### config.mk
export PLATFORM = sky130hd
export DESIGN_NAME = count_timer
export DESIGN_NICKNAME = d
export VERILOG_FILES = /design/src/core/timer_pkg.sv /design/src/core/edge_sync.sv /design/src/core/shared_prescaler.sv /design/src/core/count_timer.sv
export SDC_FILE = /design/constraint.sdc
export NUM_CORES = 1
export LEC_CHECK = 0
export BUFFER_PORTS_ARGS = -buffer_cell sky130_fd_sc_hd__buf_2
export CAP_MARGIN = 0
export CORE_MARGIN = 3
export CORE_UTILIZATION = 48
export DETAILED_ROUTE_END_ITERATION = 12
export GPL_TIMING_DRIVEN = 0
export PLACE_DENSITY_LB_ADDON = 0.25
export SLEW_MARGIN = 20
export SYNTH_ARGS = -nofsm -noshare
export SYNTH_HDL_FRONTEND = slang
export SYNTH_SLANG_ARGS = --single-unit
### constraint.sdc
create_clock -name core_clk_in -period 4.35 [get_ports core_clk_in]
set_input_delay 0 -clock core_clk_in [delete_from_list [all_inputs] [get_ports core_clk_in]]
set_output_delay 0 -clock core_clk_in [all_outputs]
set_load 0.03 [all_outputs]
### src/core/timer_pkg.sv
package timer_pkg;

   // Register map, byte addresses on the Avalon-MM slave
   localparam logic [3:0] OPTION_OFS  = 4'h0;
   localparam logic [3:0] COUNT_OFS   = 4'h4;
   localparam logic [3:0] INTCTL_OFS  = 4'h8;
   localparam logic [3:0] STATUS_OFS  = 4'hc;

   // Option control register fields
   localparam int SRC_SEL_BIT  = 5;
   localparam int EDGE_SEL_BIT = 4;
   localparam int PS_ASSIGN_BIT = 3;
   localparam int RATE_LSB     = 0;
   localparam int RATE_W       = 3;

   // Interrupt control register fields
   localparam int OVF_EN_BIT   = 0;
   localparam int OVF_FLAG_BIT = 1;

   // Status register fields
   localparam int STAT_INHIBIT_BIT = 0;
   localparam int STAT_SLEEP_BIT   = 1;
   localparam int STAT_PENDING_BIT = 2;

   // Reset values and the count maximum
   localparam logic [7:0] OPTION_RST = 8'hff;
   localparam logic [7:0] COUNT_RST  = 8'h00;
   localparam logic [7:0] COUNT_MAX  = 8'hff;

   // Instruction cycle: four clock phases
   localparam logic [1:0] PHASE_Q1 = 2'h0;
   localparam logic [1:0] PHASE_Q2 = 2'h1;
   localparam logic [1:0] PHASE_Q4 = 2'h3;

   // Instruction cycles of increment lockout after a count write
   localparam logic [1:0] INHIBIT_CYCLES = 2'h2;

   typedef enum logic [1:0] {
      BUS_IDLE = 2'b01,
      BUS_ACK  = 2'b10
   } bus_state_t;

   // Low-bit mask at which the prescaler emits; wdt ratios are one step lower
   function automatic logic [7:0] rate_mask(input logic [2:0] rate, input logic to_wdt);
      logic [3:0] sh;
      logic [8:0] ones;
      sh   = {1'b0, rate} + {3'h0, ~to_wdt};
      ones = (9'h001 << sh) - 9'h001;
      rate_mask = ones[7:0];
   endfunction

endpackage

### src/core/edge_sync.sv
`timescale 1ns/1ps
module edge_sync
   import timer_pkg::*;
(
   // Clock and reset
   input  wire logic core_clk_in,
   input  wire logic arst_n_in,
   input  wire logic ce_in,
   // Pin and selection
   input  wire logic pin_in,
   input  wire logic falling_in,
   // Detected edge
   output logic      edge_out
);

   logic meta_q;
   logic sync_q;
   logic prev_q;

   always_ff @(posedge core_clk_in or negedge arst_n_in) begin
      if (!arst_n_in) begin
         meta_q <= 1'b0;
         sync_q <= 1'b0;
         prev_q <= 1'b0;
      end else if (ce_in) begin
         meta_q <= pin_in;
         sync_q <= meta_q;
         prev_q <= sync_q;
      end
   end

   // Polarity picks which transition counts
   assign edge_out = ce_in & (falling_in ? (prev_q & ~sync_q) : (~prev_q & sync_q)); // RULE_05 RULE_17

endmodule

### src/core/shared_prescaler.sv
`timescale 1ns/1ps
module shared_prescaler
   import timer_pkg::*;
(
   // Clock and reset
   input  wire logic             core_clk_in,
   input  wire logic             arst_n_in,
   input  wire logic             ce_in,
   // Control
   input  wire logic             tick_in,
   input  wire logic             clear_in,
   input  wire logic [RATE_W-1:0] rate_in,
   input  wire logic             to_wdt_in,
   // Divided output
   output logic                  tick_out
);

   logic [7:0] cnt_q;
   logic [7:0] cnt_d;
   logic [7:0] mask;

   assign mask     = rate_mask(rate_in, to_wdt_in); // RULE_07 RULE_08 RULE_16
   assign tick_out = ce_in & tick_in & ~clear_in & ((cnt_q & mask) == mask);
   // Count is internal only; clear beats an incoming tick
   assign cnt_d    = clear_in ? 8'h00 : (tick_in ? cnt_q + 8'h01 : cnt_q); // RULE_09

   always_ff @(posedge core_clk_in or negedge arst_n_in) begin
      if (!arst_n_in) begin
         cnt_q <= 8'h00;
      end else if (ce_in) begin
         cnt_q <= cnt_d;
      end
   end

endmodule

### src/core/count_timer.sv
// Overview of operation
// RULE_01 - Eight-bit count register, software readable and writable, timer or counter.
// RULE_02 - Source select clear: advance each instruction cycle when prescaler is elsewhere.
// RULE_03 - After a count write, no increment for the next two instruction cycles.
// RULE_04 - Source select set: advance on edges of the external count pin.
// RULE_05 - Edge select bit chooses rising or falling pin transition.
// RULE_06 - One prescaler serves timer or watchdog; assign bit zero gives it here.
// RULE_07 - Assigned here, three-bit rate gives eight ratios 1:2 to 1:256.
// RULE_08 - Undivided counting only when the prescaler belongs to the watchdog.
// RULE_09 - Prescaler count hidden; count writes clear it while assigned here.
// RULE_10 - Watchdog clear instruction clears prescaler while assigned to watchdog.
// RULE_11 - Wrap from maximum to zero sets overflow flag regardless of enable.
// RULE_12 - Hardware never clears overflow flag; software clears it by writing zero.
// RULE_13 - Interrupt request only when flag and overflow enable are both set.
// RULE_14 - During sleep the counter holds and cannot overflow.
// RULE_15 - Overflow-derived gate output for the sixteen-bit timer.
// RULE_16 - Rate codes map to timer 1:2..1:256, watchdog 1:1..1:128.
// RULE_17 - Edge select one counts falling edges, zero counts rising edges.
// RULE_18 - Counter mode events are synchronised at the second and fourth phases.
// RULE_19 - Option register resets to all ones.
// RULE_20 - Flag sets in the wrap cycle; a software write beats an increment.
`timescale 1ns/1ps
module count_timer
   import timer_pkg::*;
(
   // Clock, reset, enable
   input  wire logic        core_clk_in,
   input  wire logic        arst_n_in,
   input  wire logic        ce_in,

   // Avalon-MM slave
   input  wire logic [3:0]  avs_address_in,
   input  wire logic        avs_read_in,
   input  wire logic        avs_write_in,
   input  wire logic [31:0] avs_writedata_in,
   input  wire logic [3:0]  avs_byteenable_in,
   output logic [31:0]      avs_readdata_out,
   output logic             avs_waitrequest_out,

   // Core and watchdog side
   input  wire logic        sleep_in,
   input  wire logic        wdt_clear_in,
   input  wire logic        wdt_tick_in,
   output logic             wdt_tick_out,

   // External count pin
   input  wire logic        ext_count_input_in,

   // Events
   output logic             ovf_request_out,
   output logic             gate_out
);

   // Registers
   logic [7:0]  option_q;
   logic [7:0]  option_d;
   logic [7:0]  count_register_q;
   logic [7:0]  count_register_d;
   logic        overflow_int_enable_q;
   logic        overflow_int_enable_d;
   logic        overflow_flag_q;
   logic        overflow_flag_d;
   logic [1:0]  phase_q;
   logic [1:0]  inhibit_q;
   logic [1:0]  inhibit_d;
   logic        pending_q;
   logic        pending_d;
   bus_state_t  bus_q;
   bus_state_t  bus_d;
   logic [31:0] readdata_q;
   logic [31:0] readdata_d;
   logic        waitrequest_q;
   logic        ovf_request_q;
   logic        gate_q;
   logic        wdt_tick_q;

   // Option fields
   wire logic              count_source_select = option_q[SRC_SEL_BIT];
   wire logic              source_edge_select  = option_q[EDGE_SEL_BIT];
   wire logic              prescaler_assign    = option_q[PS_ASSIGN_BIT];
   wire logic [RATE_W-1:0] prescale_rate       = option_q[RATE_LSB +: RATE_W];

   // Phase decode
   wire logic instr_tick = ce_in & (phase_q == PHASE_Q4);
   wire logic q2_or_q4   = ce_in & ((phase_q == PHASE_Q2) | (phase_q == PHASE_Q4)); // RULE_18

   // Address match, shared by the write strobes and the read mux
   function automatic logic reg_hit(input logic [3:0] addr, input logic [3:0] ofs);
      reg_hit = (addr == ofs);
   endfunction

   // Bus decode
   wire logic req       = avs_read_in | avs_write_in;
   wire logic take      = req & (bus_q == BUS_IDLE);
   wire logic commit    = req & (bus_q == BUS_ACK);
   wire logic wr_commit = commit & avs_write_in & avs_byteenable_in[0];
   wire logic wr_option = wr_commit & reg_hit(avs_address_in, OPTION_OFS);
   wire logic wr_count  = wr_commit & reg_hit(avs_address_in, COUNT_OFS);
   wire logic wr_intctl = wr_commit & reg_hit(avs_address_in, INTCTL_OFS);
   wire logic rd_take   = take & avs_read_in;

   // Count source
   logic ext_edge;
   logic pre_in;
   logic pre_out;
   logic pre_clear;
   logic timer_src;
   logic scaled_src;
   logic inc_event;
   logic wrap;

   // Lockout gates every increment path
   wire logic lockout_idle = (inhibit_q == 2'h0);
   wire logic inc_ok       = inc_event & lockout_idle;

   edge_sync u_edge_sync (
      .core_clk_in (core_clk_in),
      .arst_n_in   (arst_n_in),
      .ce_in       (ce_in),
      .pin_in      (ext_count_input_in),
      .falling_in  (source_edge_select),
      .edge_out    (ext_edge)
   );

   // Sleep freezes the timer path only; the watchdog path keeps running
   assign timer_src = ~sleep_in & (count_source_select ? ext_edge : instr_tick); // RULE_02 RULE_04 RULE_14

   // Prescaler sits on one side or the other, never both
   assign pre_in    = prescaler_assign ? wdt_tick_in : timer_src; // RULE_06
   assign pre_clear = prescaler_assign ? wdt_clear_in : wr_count; // RULE_09 RULE_10

   shared_prescaler u_prescaler (
      .core_clk_in (core_clk_in),
      .arst_n_in   (arst_n_in),
      .ce_in       (ce_in),
      .tick_in     (pre_in),
      .clear_in    (pre_clear),
      .rate_in     (prescale_rate),
      .to_wdt_in   (prescaler_assign),
      .tick_out    (pre_out)
   );

   // Undivided path only when the prescaler went to the watchdog
   assign scaled_src = prescaler_assign ? timer_src : (pre_out & ~sleep_in); // RULE_08

   // Watchdog sees the divided tick only while it owns the prescaler
   logic wdt_tick_d;
   assign wdt_tick_d = prescaler_assign ? pre_out : wdt_tick_in; // RULE_06

   // Pin events wait for a Q2/Q4 sample; timer events already sit on Q4
   always_comb begin
      pending_d = pending_q;
      inc_event = 1'b0;
      if (count_source_select) begin
         if (scaled_src) begin
            pending_d = 1'b1;
         end
         if (pending_q & q2_or_q4 & ~sleep_in) begin
            inc_event = 1'b1; // RULE_18
            pending_d = scaled_src;
         end
      end else begin
         pending_d = 1'b0;
         inc_event = scaled_src;
      end
   end

   // Lockout counts down on instruction boundaries
   always_comb begin
      inhibit_d = inhibit_q;
      if (wr_count) begin
         inhibit_d = INHIBIT_CYCLES; // RULE_03
      end else if (instr_tick & ~lockout_idle) begin
         inhibit_d = inhibit_q - 2'h1;
      end
   end

   // Count register: a write wins over a same-cycle increment
   assign wrap = inc_ok & ~wr_count & (count_register_q == COUNT_MAX);

   always_comb begin
      count_register_d = count_register_q;
      if (wr_count) begin
         count_register_d = avs_writedata_in[7:0]; // RULE_01 RULE_20
      end else if (inc_ok) begin
         count_register_d = count_register_q + 8'h01; // RULE_03
      end
   end

   // Overflow flag: a wrap in the clearing cycle still sets it
   always_comb begin
      overflow_flag_d = overflow_flag_q;
      if (wr_intctl) begin
         overflow_flag_d = avs_writedata_in[OVF_FLAG_BIT]; // RULE_12
      end
      if (wrap) begin
         overflow_flag_d = 1'b1; // RULE_11 RULE_20
      end
   end

   assign overflow_int_enable_d = wr_intctl ? avs_writedata_in[OVF_EN_BIT] : overflow_int_enable_q;
   assign option_d = wr_option ? avs_writedata_in[7:0] : option_q;

   // Bus: one wait state, read data captured while waitrequest is high
   always_comb begin
      bus_d = bus_q;
      case (bus_q)
         BUS_IDLE: begin
            if (req) begin
               bus_d = BUS_ACK;
            end
         end
         BUS_ACK: begin
            bus_d = BUS_IDLE;
         end
         default: begin
            bus_d = BUS_IDLE;
         end
      endcase
   end

   // Packed read views of the flag and status bits
   logic [7:0] intctl_view;
   logic [7:0] status_view;

   always_comb begin
      intctl_view                   = 8'h00;
      intctl_view[OVF_EN_BIT]       = overflow_int_enable_q;
      intctl_view[OVF_FLAG_BIT]     = overflow_flag_q;
      status_view                   = 8'h00;
      status_view[STAT_INHIBIT_BIT] = ~lockout_idle;
      status_view[STAT_SLEEP_BIT]   = sleep_in;
      status_view[STAT_PENDING_BIT] = pending_q;
   end

   always_comb begin
      readdata_d = readdata_q;
      if (rd_take) begin
         if (reg_hit(avs_address_in, OPTION_OFS)) begin
            readdata_d = {24'h000000, option_q};
         end else if (reg_hit(avs_address_in, COUNT_OFS)) begin
            readdata_d = {24'h000000, count_register_q};
         end else if (reg_hit(avs_address_in, INTCTL_OFS)) begin
            readdata_d = {24'h000000, intctl_view};
         end else if (reg_hit(avs_address_in, STATUS_OFS)) begin
            readdata_d = {24'h000000, status_view};
         end else begin
            readdata_d = 32'h00000000;
         end
      end
   end

   always_ff @(posedge core_clk_in or negedge arst_n_in) begin
      if (!arst_n_in) begin
         option_q              <= OPTION_RST; // RULE_19
         count_register_q      <= COUNT_RST;
         overflow_int_enable_q <= 1'b0;
         overflow_flag_q       <= 1'b0;
         phase_q               <= PHASE_Q1;
         inhibit_q             <= 2'h0;
         pending_q             <= 1'b0;
      end else if (ce_in) begin
         option_q              <= option_d;
         count_register_q      <= count_register_d;
         overflow_int_enable_q <= overflow_int_enable_d;
         overflow_flag_q       <= overflow_flag_d;
         phase_q               <= phase_q + 2'h1;
         inhibit_q             <= inhibit_d;
         pending_q             <= pending_d;
      end
   end

   always_ff @(posedge core_clk_in or negedge arst_n_in) begin
      if (!arst_n_in) begin
         bus_q         <= BUS_IDLE;
         readdata_q    <= 32'h00000000;
         waitrequest_q <= 1'b1;
      end else if (ce_in) begin
         bus_q         <= bus_d;
         readdata_q    <= readdata_d;
         waitrequest_q <= ~(take);
      end
   end

   // Outputs, all registered
   always_ff @(posedge core_clk_in or negedge arst_n_in) begin
      if (!arst_n_in) begin
         ovf_request_q <= 1'b0;
         gate_q        <= 1'b0;
         wdt_tick_q    <= 1'b0;
      end else if (ce_in) begin
         ovf_request_q <= overflow_flag_d & overflow_int_enable_d; // RULE_13
         gate_q        <= wrap; // RULE_15
         wdt_tick_q    <= wdt_tick_d;
      end
   end

   assign avs_readdata_out    = readdata_q;
   assign avs_waitrequest_out = waitrequest_q;
   assign ovf_request_out     = ovf_request_q;
   assign gate_out            = gate_q;
   assign wdt_tick_out        = wdt_tick_q;

endmodule

# Word level (Yosys, flattened, before mapping)

Cells that the tools add are included.

Bits of input ports: 49
Logic and storage cells: 109
Bits in writable memories: 0
ROM bits: 0
Output and inout bits: 36
Bits in latches: 0
Memories: 0
Flip-flop bits (word level): 72

Mux-type cells: 26
Shift-type cells: 1
$lt $le $gt $ge: 0
Add/subtract/negate cells: 6
$mul: 0
Divide/modulo/power cells: 0
Equal/unequal tests: 11
Bitwise operators: 36
Reductions and logical operators: 12

Operators by type and width:

| cell                                                                    | number |
|---|---|
| 8-bit 2-to-1 mux                                                        | 6 |
| 1-bit bitwise AND                                                       | 25 |
| 8-bit by 1-bit adder with 8-bit output, second input constant           | 2 |
| 1-bit 2-to-1 mux                                                        | 14 |
| 2-bit AND reduction                                                     | 7 |
| 8-bit bitwise AND                                                       | 1 |
| 4-bit equality test, second input constant                              | 2 |
| 8-bit equality test                                                     | 1 |
| 8-bit equality test, second input constant                              | 1 |
| 2-bit 2-to-1 mux                                                        | 4 |
| 1-bit inverter                                                          | 8 |
| 1-bit by 4-bit left shift with 8-bit output, first input constant       | 1 |
| 8-bit by 1-bit subtractor with 8-bit output, second input constant      | 1 |
| 3-bit 2-to-1 mux                                                        | 2 |
| 2-bit nonzero test                                                      | 3 |
| 3-bit by 1-bit adder with 4-bit output                                  | 1 |
| 2-bit by 1-bit equality test with 1-bit output, second input constant   | 2 |
| 2-bit equality test, second input constant                              | 2 |
| 4-bit by 3-bit equality test with 1-bit output, second input constant   | 1 |
| 4-bit logical NOT                                                       | 1 |
| 3-bit by 1-bit inequality test with 1-bit output, second input constant | 1 |
| 2-bit by 1-bit adder with 2-bit output, second input constant           | 1 |
| 2-bit logical NOT                                                       | 1 |
| 2-bit inequality test, second input constant                            | 1 |
| other kinds (2)                                                         | 3 |

# Logic depth before layout (Yosys ltp)

Gate-level depths: netlist of the first run.

Word-level depth: 18
Mapped depth: 18
Gate-level depth less buffers: 16

# Cells and area by module

A second synthesis of the first run with hierarchy kept.

Cell total of the unflattened synthesis: 339
Area, all modules: 3301.9 um2

By module, submodules not included:

| module           | area each (um2) | cells each | seq. area each (um2) | instances |
|---|---|---|---|---|
| count_timer      | 2314.7          | 224        | 938.4                | 1 |
| shared_prescaler | 854.6           | 106        | 200.2                | 1 |
| edge_sync        | 132.6           | 9          | 75.1                 | 1 |

# Least setup slack after synthesis of the first run

Ideal clock, no wire load.

Path kind: flip-flop to flip-flop
From: reg option_q[3]
To: reg count_register_q[2]
Setup time: 0.127 ns
Path slack: 0.922 ns
Cell stages (with the launch flop): 15
Data arrival time: 3.301 ns
Path through: dfstp_2 clkbuf_1 inv_1 ha_1 ha_1 clkbuf_1 nor3b_1 a31o_2 a211oi_1 o22ai_1 or4_4 o21ai_2 buf_6 and3_1 nor3_2

Word-level cells in the longest chain between the ends: 13
Elaborated cells between the ends (all ways): 18
Those cells by class: 2 x add/sub; 1 x eq/ne; 1 x shift; 4 x mux; 8 x bitwise; 2 x reduce/logical

Ends and longest elaborated chain:

| element                                     | line                   | RTL |
|---|---|---|
| from (decl)                                 | count_timer.sv:55      | `logic [7:0] option_q;` |
| from (signal assigned)                      | count_timer.sv:263     | `option_q <= option_d;` |
| 1-bit inverter                              | timer_pkg.sv:47        | `sh = {1'b0, rate} + {3'h0, ~to_wdt};` |
| 3-bit by 1-bit adder with 4-bit output      | timer_pkg.sv:47        |  |
| 1-bit by 4-bit left shift with 8-bit output | timer_pkg.sv:48        | `ones = (9'h001 << sh) - 9'h001;` |
| 8-bit by 1-bit subtractor with 8-bit output | timer_pkg.sv:48        |  |
| 8-bit bitwise AND                           | shared_prescaler.sv:23 | `assign tick_out = ce_in & tick_in & ~clear_in & ((cnt_q & mask) == mask);` |
| 8-bit equality test                         | shared_prescaler.sv:23 |  |
| 1-bit bitwise AND                           | shared_prescaler.sv:23 |  |
| 1-bit bitwise AND                           | count_timer.sv:144     | `assign scaled_src = prescaler_assign ? timer_src : (pre_out & ~sleep_in);` |
| 1-bit 2-to-1 mux *                          | count_timer.sv:144     |  |
| 1-bit 2-to-1 mux *                          | count_timer.sv:154     | `if (count_source_select) begin` |
| 1-bit bitwise AND *                         | count_timer.sv:114     | `wire logic inc_ok = inc_event & lockout_idle;` |
| 2-bit nonzero test (no line) *              | -                      |  |
| 2-bit AND reduction (no line) *             | -                      |  |
| to (signal assigned)                        | count_timer.sv:264     | `count_register_q <= count_register_d;` |
| to (decl)                                   | count_timer.sv:57      | `logic [7:0] count_register_q;` |

Every way passes the cells marked *; elsewhere a longest branch is shown, timed or not.
A chain may end at the register's enable or synchronous reset.

# Worst setup path after layout of the first run

From: reg option_q[3]
To: reg count_register_q[7]

The elaborated chain is that of the path after synthesis.

==> summary.md, run 1 <==
| Metric | Value |
|---|---|
| Post-layout minimum cycle time | `~3.7 ns` |
| Crit path DAT | `3.93 ns` |
| Final Setup Violations | `0` |
| Worst skew pair latency | `0.31 ns` |
| CTS tree | `built` |
| Synth top area share | `between 30 and 40%` |
| FF/Latch Area | `1210 sq um` |
| Startpoint types | `flop` |
| Top FF cell, synth | `dfrtp_1` |
| TNS Setup | `0 ns` |
| FFs w/ async S/R, synth | `100%` |
| IO Count | `85` |
| Power, Total | `1260 uW` |
| Sequential fraction of the synthesis area | `38.8%` |
| Ys Warns | `0` |
| Largest area contributor in the netlist | `dfrtp_1` |
| H-tree depth | `2` |
| Num CTS Buffers | `5` |
| Synth Register Bits | `48` |
| Area of the multi-input gates | `1680 sq um` |
| Die Span Y | `86.8 microns` |
| Initial antenna violation count | `0` |
| Number of global-route vias before repair | `2625` |
| Synth top area cells | `dfrtp_1, dfstp_2, buf_4` |
| FMAX | `268 MHz` |
| Hold path cells | `3` |
| Max Slew Vio Count | `0` |
| Synth-to-layout area growth | `17.6%` |
| Post-Syn Area | `3130 sq um` |
| Filler Cell Count | `~560` |
| Detailed Routing Iterations Pass 1 | `5` |
| CP endpoint kind | `flop` |
| P per Cell Area | `342 nW/um^2` |
| Max FO, Critical Path | `10` |
| Worst-Margin Slew | `1.02 ns` |
| Starting Density | `51.1%` |
| GRT Total Usage | `21.4%` |
| Resized cells post-CTS | `0` |
| Final period utilization | `85.6%` |
| Iter 0 DRT Violations | `230` |
| EDFF count, synth | `0` |
| Synth cell types | `68` |
| Peak supply drop | `0.000271 V` |
| Synthesized instance count | `approximately 340` |
| Remaining global-route overflow | `0` |
| DP HPWL | `approximately 5.6 mm` |
| Post-DR vias/cell | `5.66` |
| Clock Sinks | `48` |
| Die area | `7530 sq um` |
| Row count | `28` |
| Reg clk slew, reported paths | `0.09 ns` |
| Final Hold Viols | `0` |
| # diodes | `0` |
| Max transition margin | `a little under a third` |
| Port-buffer cells | `30` |
| RD Place Congestion | `around 0.87` |
| Routed Antenna Nets | `0` |
| Share of layout cells above drive strength 1 | `25.9%` |
| First-pass GRT wire length | `12.8 mm` |
| Nets | `between 400 and 500` |
| Total number of vias | `2740` |
| Mean Syn Cell Area | `9.24 sq um` |
| RSZ-0062 raised after global routing | `no` |
| Drt total wl | `7.53 mm` |
| Placeable core region | `slightly above 6000 sq um` |
| Clock root cell | `clkbuf_8` |
| Routed len/inst | `roughly 16 microns` |
| Worst EP required | `4.56 ns` |
| Max cap viols | `0` |
| Leak | `about 0.0017 uW` |
| Hold WC Path Type | `in -> reg` |
| DRC viols | `0` |
| Kind of critical path | `reg -> reg` |
| R2r worst-path depth | `16` |
| Die width | `86.8 microns` |
| Maximum buffer depth of the clock tree | `2` |
| Setup Skew | `0.0101 ns` |
| Largest net degree at the start of global routing | `between 40 and 50` |
| Status | `complete, no violations` |
metal layers:
metal / track usage [%] / share of wire [%] / vias up
met1: 30.4 / 45 / 1312
met3: 5.04 / 8.1 / 14
met2: 32.5 / 46 / 99
met4: 6.66 / 1.7 / 0
li1: - / - / 1315
met5: 0 / 0 / -
stage by stage:
step                      area [sq um]  cells  util (%)  setup WS [ns]  hold WS [ns]
final                             3680    484      60.1          0.625        0.0353
after detailed placement          3460    467      56.5          0.354         0.245
after global routing              3680    484      60.1          0.189        0.0801
after CTS                         3680    485      60.1          0.330        0.0438
after floorplan                   3220    362         -          0.922        -0.296
after global placement            3460    467      56.5          0.421         0.235
state kept, by name, indices dropped and copies added (netlist names):
register	flops
avs_readdata_out	8
avs_waitrequest_out	1
bus_q	2
count_register_q	8
gate_out	1
inhibit_q	2
option_q	8
overflow_flag_q	1
overflow_int_enable_q	1
ovf_request_out	1
pending_q	1
phase_q	2
u_edge_sync.meta_q	1
u_edge_sync.prev_q	1
u_edge_sync.sync_q	1
u_prescaler.cnt_q	8
wdt_tick_out	1
path summary, 6_finish.rpt:
| kind | slack [ns] | endpoint | from |
|---|---|---|---|
| min in group asynchronous | 0.24 | u_prescaler.cnt_q[2] | arst_n_in |
| worst max-delay path | 0.62 | count_register_q[7] | option_q[3] |
| max in group asynchronous | 3.67 | avs_readdata_out[0] | arst_n_in |
| worst max register to register | 0.62 | count_register_q[7] | option_q[3] |
| worst min register to register | 0.48 | avs_readdata_out[3] | avs_readdata_out[3] |
| worst min-delay path | 0.04 | wdt_tick_out | wdt_tick_in |
area by class of cell:
| cell class | instances | area share [%] |
|---|---|---|
| Buffer | 40 | 7.00 |
| Clock inverter | 2 | 1.05 |
| Inverter | 16 | 1.63 |
| Sequential cell | 48 | 33.0 |
| Multi-Input combinational cell | 257 | 45.7 |
| Clock buffer | 6 | 2.24 |
| Tap cell | 75 | 2.55 |
| Timing Repair Buffer | 40 | 6.86 |
cell families after synthesis:
| logic type | count (synthesis) | share of synthesized area (%) |
|---|---|---|
| simple gates | 111 | 18.3 |
| compound gates | 90 | 20.5 |
| buf+inv | 57 | 10.3 |
| flops | 48 | 38.8 |
| mux | 19 | 7.35 |
| fa+ha+maj | 9 | 3.60 |
| xor+xnor | 4 | 1.12 |
| other cells | 1 | 0.120 |
synth_stat cells, drive strengths merged (5+ instances only):
cell / number
nand3: 14
a31oi: 5
dfrtp: 38
inv: 16
a211oi: 5
nand2: 25
and3: 9
clkbuf: 10
o21ai: 31
ha: 9
mux2: 12
a22oi: 7
mux2i: 5
buf: 31
nor2: 29
a21oi: 7
dfstp: 10
nor2b: 5
nor3: 7
layout by cell type, fill, tap and decap left out, types with 3 or more instances in the layout:
cell           synthesis  final
dfstp_2               10     10
a22oi_1                7      7
buf_4                 25     26
clkbuf_8               0      6
a211o_1                3      3
nand2b_1               4      4
o21ai_0               27     27
dlygate4sd3_1          0     10
nor2b_1                5      5
dfrtp_1               38     38
nand2_1               25     25
and3_1                 9      9
ha_1                   9      9
nor2_1                29     29
a311oi_1               3      3
mux2i_1                5      5
a22o_1                 3      3
xor2_1                 3      3
nor3_1                 6      6
inv_1                 15     15
mux2_2                12     12
a211oi_1               4      4
conb_1                 1     24
nand3_1               14     14
a21oi_1                7      7
a31oi_1                5      5
buf_2                  5     34
o21a_1                 3      3
clkbuf_1              10      9
where the power goes:
group / switching [uW] / internal (uW) / total (uW) / leakage [uW]
registers: 58.2 / 513 / 571 / 0.000607
clock network: 156 / 188 / 344 / 0.0000614
logic: 199 / 144 / 343 / 0.00106
total: 413 / 845 / 1260 / 0.00173
repair_timing:
item                                   4_1_cts  5_1_grt
setup buffers                                0        0
hold buffers                                10        0
setup endpoints to repair                    0       10
endpoints found under the hold margin       50        0
worst max-delay path: stages (launching register included):
cell      delay [ns]
dfstp_2         0.66
inv_1           0.15
ha_1            0.23
buf_2           0.19
nor4bb_1        0.29
a31oi_1         0.09
nor2_1          0.16
inv_1           0.07
ha_1            0.27
nand2_1         0.09
a31oi_1         0.05
a32oi_1         0.24
mux2i_1         0.36
nand3b_1        0.17
o21ai_4         0.25
a211oi_1        0.11
a311oi_1        0.25
(Power assumes the default switching activity.)
==> run 2: changes to the inputs <==
--- a/config.mk
+++ b/config.mk
@@ -7,11 +7,11 @@
 export LEC_CHECK = 0
 export BUFFER_PORTS_ARGS = -buffer_cell sky130_fd_sc_hd__buf_2
 export CAP_MARGIN = 0
-export CORE_MARGIN = 3
 export CORE_UTILIZATION = 48
 export DETAILED_ROUTE_END_ITERATION = 12
 export GPL_TIMING_DRIVEN = 0
 export PLACE_DENSITY_LB_ADDON = 0.25
+export SKIP_CTS_REPAIR_TIMING = 1
 export SLEW_MARGIN = 20
 export SYNTH_ARGS = -nofsm -noshare
 export SYNTH_HDL_FRONTEND = slang
==> constraint.sdc (replaced) <==
create_clock -name core_clk_in -period 4.3 [get_ports core_clk_in]
set_input_delay 0 -clock core_clk_in [delete_from_list [all_inputs] [get_ports core_clk_in]]
set_output_delay 0 -clock core_clk_in [all_outputs]
set_load 0.03 [all_outputs]
==> run 2 against run 1 <==
Against the previous run: final area is essentially flat; maximum frequency grew 0.87%; clock power grew 1%; sequential power grew 1%; non-clock buffer count is the same; critical path depth grew 1; worst setup slack lost 0.018 ns; combinational power is essentially flat; first-iteration DRC count shrank 21%; sequential share of layout area is essentially flat; clock skew grew 0.00095 ns; hold slack lost 0.0079 ns.
==> summary.md, run 2 (synthesis results as in run 1) <==
| Metric | Value |
|---|---|
| GRT met2 Usage | `a little under a third` |
| CP max-delay cell | `dfstp_2` |
| IO Count | `85` |
| Filler Cell Count | `about 600` |
| Share of layout cells above drive strength 1 | `around a quarter` |
| Post-layout minimum cycle time | `around 3.7 ns` |
| First-pass GRT wire length | `10.7 mm` |
| Iter 0 DRT Violations | `between 150 and 200` |
| Max FO, Critical Path | `10` |
| Net Sw Frac | `32.7%` |
| CP endpoint kind | `flop` |
| Combinational Power Share | `27.2%` |
| Peak supply drop | `0.000270 V` |
| Die Span Y | `82.8 microns` |
| Max cap viols | `0` |
| Final Hold Viols | `0` |
| Final Cell Area | `3680 sq um` |
| CP max stage delay | `around 0.66 ns` |
| GRT Total Usage | `21.2%` |
| FMAX | `271 MHz` |
| DP HPWL | `5.26 mm` |
| Hold WS | `0.0274 ns` |
| Power, Total | `1270 uW` |
| Worst-Margin Slew | `0.996 ns` |
| Grt met3 use | `3.39%` |
| # diodes | `0` |
| Detailed Routing Iterations Pass 1 | `4` |
| Synth-to-layout area growth | `17.7%` |
| Die width | `82.8 microns` |
| P per Cell Area | `345 nW/um^2` |
| Row count | `29` |
| CTS tree | `built` |
| Routed Antenna Nets | `0` |
| Startpoint types | `flop` |
| RSZ-0062 raised after global routing | `no` |
| Initial antenna violation count | `0` |
| Clock root cell | `clkbuf_8` |
| Max Slew Vio Count | `0` |
| Largest net degree at the start of global routing | `~50` |
| Status | `complete, no violations` |
| Area post-placement | `3460 sq um` |
| Psw | `416 uW` |
| Most frequent cells in the layout | `dfrtp_1, buf_2, nor2_1` |
| Final worst slack | `0.607 ns` |
| Die area | `6850 sq um` |
| DRC viols | `0` |
| Final Setup Violations | `0` |
| Hold WC Path Type | `in -> reg` |
| Most Crowded Layer GR | `met1` |
| Setup Skew | `approximately 0.011 ns` |
| Total number of vias | `approximately 2600` |
| H-tree depth | `2` |
| Crit path DAT | `3.92 ns` |
| Commonest non-fill, non-tap cell in the layout | `dfrtp_1` |
| Most used cell, CP | `a31oi_1` |
| TNS Setup | `0 ns` |
| Max transition margin | `roughly a third` |
| Remaining global-route overflow | `0` |
| P_int | `855 uW` |
| Maximum buffer depth of the clock tree | `2` |
| Starting Density | `49.6%` |
| Clock Sinks | `between 40 and 50` |
| CP cell instances | `inv_1 -> ha_1 -> buf_2 -> xnor2_1 -> a31oi_1 -> nor2_1 -> inv_1 -> ha_1 -> nand2_1 -> a31oi_1 -> a32oi_1 -> mux2i_1 -> nand4_1 -> o21ai_2 -> buf_6 -> a31oi_1 -> a211oi_2` |
| Nets | `466` |
| RD Place Congestion | `between 0.9 and 1` |
| Worst EP required | `4.53 ns` |
| Final period utilization | `85.9%` |
| Sequential group share of total power | `45.4%` |
| Port-buffer cells | `30` |
| Worst slack at placement | `0.339 ns` |
| Worst skew pair latency | `0.31 ns` |
| Routed len/inst | `~15 microns` |
| Num CTS Buffers | `5` |
| Number of global-route vias before repair | `2151` |
| Post-DR vias/cell | `5.41` |
| Reg clk slew, reported paths | `0.09 ns` |
| Drt total wl | `just over 7 mm` |
| Met1 Use GR | `32.3%` |
| Kind of critical path | `reg -> reg` |
| Placeable core region | `6310 sq um` |
| Leak | `between 0.0015 and 0.002 uW` |
| Clock power share | `27.5%` |
run 2: through the flow:
stage                     util (%)  cells
after global routing          58.4    486
after global placement        54.9    469
after floorplan                  -    362
final                         58.4    486
after CTS                     56.8    477
after detailed placement      54.9    469
run 2: layout make-up:
type / count / area (sq um) / area share (%)
buffer: 40 / 258 / 6.99
clock buffer: 6 / 82.6 / 2.24
clock inverter: 2 / 38.8 / 1.05
inverter: 16 / 60.1 / 1.63
multi-input combinational: 257 / 1680 / 45.7
sequential: 48 / 1210 / 32.9
tap: 77 / 96.3 / 2.61
timing repair buffer: 40 / 253 / 6.86
run 2: path summary, 6_finish.rpt:
path	from	to	slack, ns	cells past startpoint
setup / recovery	option_q[3]	ovf_request_out	0.61	17
hold / removal	wdt_tick_in	wdt_tick_out	0.03	3
setup reg to reg	option_q[3]	ovf_request_out	0.61	17
hold reg to reg	avs_readdata_out[7]	avs_readdata_out[7]	0.48	2
max in group asynchronous	arst_n_in	bus_q[1]	3.63	2
min in group asynchronous	arst_n_in	u_prescaler.cnt_q[6]	0.24	2
run 2: per-layer routing:
metal | part of all wire [%] | vias up
li1 | - | 1314
met1 | 47 | 1228
met2 | 45 | 81
met3 | 6.5 | 7
met4 | 1.1 | 0
met5 | 0 | -
run 2: worst max-delay path, delay by kind of cell, from the launching register on:
kind	cells	cell delay (ns)
fa+ha+maj	2	0.50
xor+xnor	1	0.25
compound gates	6	0.88
buf+inv	4	0.55
flops	1	0.66
mux	1	0.38
simple gates	3	0.38
run 2: power groups by stage:
stage / Combinational, uW / Clock [uW] / Sequential, uW
6_report: 345 / 349 / 577
5_1_grt: 389 / 372 / 585
4_1_cts: 341 / 353 / 575
3_5_place_dp: 337 / 0 / 583
3_3_place_gp: 330 / 0 / 579
2_1_floorplan: 250 / 0 / 582
==> run 3: changes to the inputs <==
--- a/config.mk
+++ b/config.mk
@@ -5,6 +5,7 @@
 export SDC_FILE = /design/constraint.sdc
 export NUM_CORES = 1
 export LEC_CHECK = 0
+export ABC_AREA = 1
 export BUFFER_PORTS_ARGS = -buffer_cell sky130_fd_sc_hd__buf_2
 export CAP_MARGIN = 0
 export CORE_UTILIZATION = 48
==> run 3 against run 2 <==
Against the previous run: the flow now finishes with violations (negative hold slack); global-route usage grew 1.1 points; register-to-register slack gained 0.65 ns; via count grew 6.5%; largest cell class unchanged; highest routed layer unchanged.
==> summary.md, run 3 <==
| Metric | Value |
|---|---|
| DP HPWL | `5.39 mm` |
| Max Slew Vio Count | `0` |
| Leak | `0.00184 uW` |
| Largest net degree at the start of global routing | `49` |
| Worst-Margin Slew | `0.601 ns` |
| Iter 0 DRT Violations | `110` |
| Number of global-route vias before repair | `between 2000 and 3000` |
| Synth top area share | `30.4%` |
| Startpoint types | `flop` |
| Non-Filler Instances | `564` |
| Worst skew pair latency | `0.31 ns` |
| Synth-to-layout area growth | `16.3%` |
| Met1 Use GR | `28.4%` |
| CP max-delay cell | `dfstp_2` |
| EDFF count, synth | `0` |
| Most used cell, CP | `nand2_2` |
| Die Span Y | `82.8 microns` |
| H-tree depth | `2` |
| Post-Syn Area | `3130 sq um` |
| Synth cell types | `33` |
| Num CTS Buffers | `5` |
| GRT Total Usage | `22.3%` |
| Kind of critical path | `reg -> reg` |
| Share of layout cells above drive strength 1 | `23.0%` |
| Routed Antenna Nets | `0` |
| FMAX | `roughly 330 MHz` |
| Ys Warns | `0` |
| Final period utilization | `70.8%` |
| Clock Sinks | `48` |
| Most Crowded Layer GR | `met2` |
| Die area | `6850 sq um` |
| TNS Setup | `0 ns` |
| Hold path cells | `4` |
| P per Cell Area | `333 nW/um^2` |
| RSZ-0062 raised after global routing | `no` |
| RD Place Congestion | `0.850` |
| Routed len/inst | `12.4 microns` |
| Detailed Routing Iterations Pass 1 | `4` |
| Synth Register Bits | `48` |
| Final Hold Viols | `1` |
| R2r worst-path depth | `19` |
| Crit path buf inv count | `1` |
| Maximum buffer depth of the clock tree | `2` |
| R2R Path Start | `option_q[3]` |
| Setup Skew | `0.0192 ns` |
| GRT met2 Usage | `39.1%` |
| R2r setup slk | `1.26 ns` |
| Placeable core region | `6310 sq um` |
| IO Count | `85` |
| CTS tree | `built` |
| Worst EP required | `approximately 4.5 ns` |
| Worst Hold Path EP | `avs_waitrequest_out` |
| Worst slack at placement | `1.27 ns` |
| # diodes | `0` |
| Starting Density | `49.6%` |
| DRC viols | `0` |
| Placed insts | `548` |
| FFs w/ async S/R, synth | `100%` |
| Row count | `29` |
| Peak supply drop | `0.000153 V` |
| Filler Cell Count | `596` |
| Nets | `544` |
| Sequential fraction of the synthesis area | `38.8%` |
| Status | `finished, violations left` |
| Max FO, Critical Path | `9` |
| Critical path's top delay family | `simple AND/OR/NAND/NOR gates` |
| Hold WC Path Type | `in -> reg` |
| Final worst slack | `1.26 ns` |
| CP max stage delay | `0.58 ns` |
| Post-layout minimum cycle time | `3.04 ns` |
| Most common cell in the netlist | `nand2_1` |
| Most frequent cells in the layout | `nand2_1, inv_1, dfrtp_1` |
| Remaining global-route overflow | `0` |
| Hold WS | `-0.0150 ns` |
| Total number of vias | `2800` |
| Port-buffer cells | `33` |
| First-pass GRT wire length | `11.6 mm` |
| Reg clk slew, reported paths | `0.10 ns` |
| CP cell instances | `inv_1 -> ha_1 -> ha_1 -> nand2_2 -> nand2_2 -> nor2_2 -> nand2_2 -> ha_1 -> o21bai_1 -> nand3_1 -> nand3_2 -> nor2_4 -> nand4_2 -> nand3_2 -> nand2_2 -> nand2_4 -> nand2_4 -> nand2_1 -> nand2_1` |
| Max cap viols | `0` |
| Mean Syn Cell Area | `around 7.5 sq um` |
| Synthesized instance count | `415` |
| Endpoint of the worst register-to-register path | `count_register_q[7]` |
| Hold path start | `avs_read_in` |
| Die width | `82.8 microns` |
| Grt met3 use | `3.61%` |
| Initial antenna violation count | `0` |
| Largest area contributor in the netlist | `dfrtp_1` |
| CP endpoint kind | `flop` |
| Commonest non-fill, non-tap cell in the layout | `nand2_1` |
| Drt total wl | `7.00 mm` |
| Synth top area cells | `dfrtp_1, nand2_1, dfstp_2` |
| Post-DR vias/cell | `4.96` |
| Clock root cell | `clkbuf_8` |
| Synth top cells by count | `nand2_1, inv_1, dfrtp_1` |
| Failing checks | `negative hold slack` |
| Max transition margin | `59.9%` |
| Crit path DAT | `3.24 ns` |
| Top FF cell, synth | `dfrtp_1` |
| Final Setup Violations | `0` |
run 3: cell types whose count changed after synthesis, sizes merged, moves of 5 or more:
cell and delta:
nand2 +87, and3 -9, mux2 -11, buf -6, xor2 +6, nor2b -5
a22oi -7, nor2 +10, a211oi -5, nand3 +28, o22ai +8, mux2i -5
inv +31
run 3: worst reg2reg max path, stage by stage (launching register included):
cell	delay, ns
dfstp_2	0.58
inv_1	0.14
ha_1	0.22
ha_1	0.21
nand2_2	0.08
nand2_2	0.06
nor2_2	0.16
nand2_2	0.09
ha_1	0.26
o21bai_1	0.17
nand3_1	0.09
nand3_2	0.10
nor2_4	0.14
nand4_2	0.12
nand3_2	0.10
nand2_2	0.07
nand2_4	0.12
nand2_4	0.10
nand2_1	0.08
nand2_1	0.05
run 3: how the worst max path moves through the flow:
stage,from,to,slack (ns),cells past startpoint
floorplan,option_q[3],count_register_q[2],1.63,19
global placement,option_q[3],count_register_q[2],1.34,19
detailed placement,option_q[3],count_register_q[2],1.27,19
CTS,option_q[3],count_register_q[3],1.25,19
global route,option_q[3],count_register_q[7],0.96,19
finish,option_q[3],count_register_q[7],1.26,19
run 3: power breakdown:
group / switching (uW) / internal [uW] / leakage [uW]
combinational: 239 / 132 / 0.00120
sequential: 50.9 / 525 / 0.000601
clock: 152 / 115 / 0.0000422
run 3: metrics by stage:
| stage | power (uW) | utilization (%) | cell area, sq um |
|---|---|---|---|
| after CTS | 1210 | 56.4 | 3560 |
| final | 1210 | 57.7 | 3640 |
| after global placement | 932 | 55.1 | 3480 |
| after detailed placement | 947 | 55.1 | 3480 |
| after global routing | 1300 | 57.7 | 3640 |
| after floorplan | 846 | - | 3220 |
run 3: per-layer routing:
metal / vias up / share of wire (%)
met3: 8 / 5.1
met2: 68 / 48
met1: 1290 / 46
met5: - / 0
li1: 1434 / -
met4: 0 / 0.90
run 3: final cells by class:
type	count	area [sq um]	area share [%]
Clock inverter	1	5.00	0.137
Sequential cell	48	1210	33.3
Clock buffer	7	76.3	2.09
Timing Repair Buffer	41	248	6.80
Buffer	31	210	5.77
Inverter	47	176	4.84
Multi-Input combinational cell	312	1620	44.4
Tap cell	77	96.3	2.64
run 3: logic make-up after synthesis:
family	synth area share (%)
simple gates	31.4
buf+inv	12.3
compound gates	10.4
flops	38.8
xor+xnor	3.08
fa+ha+maj	3.60
other cells	0.120
mux	0.360
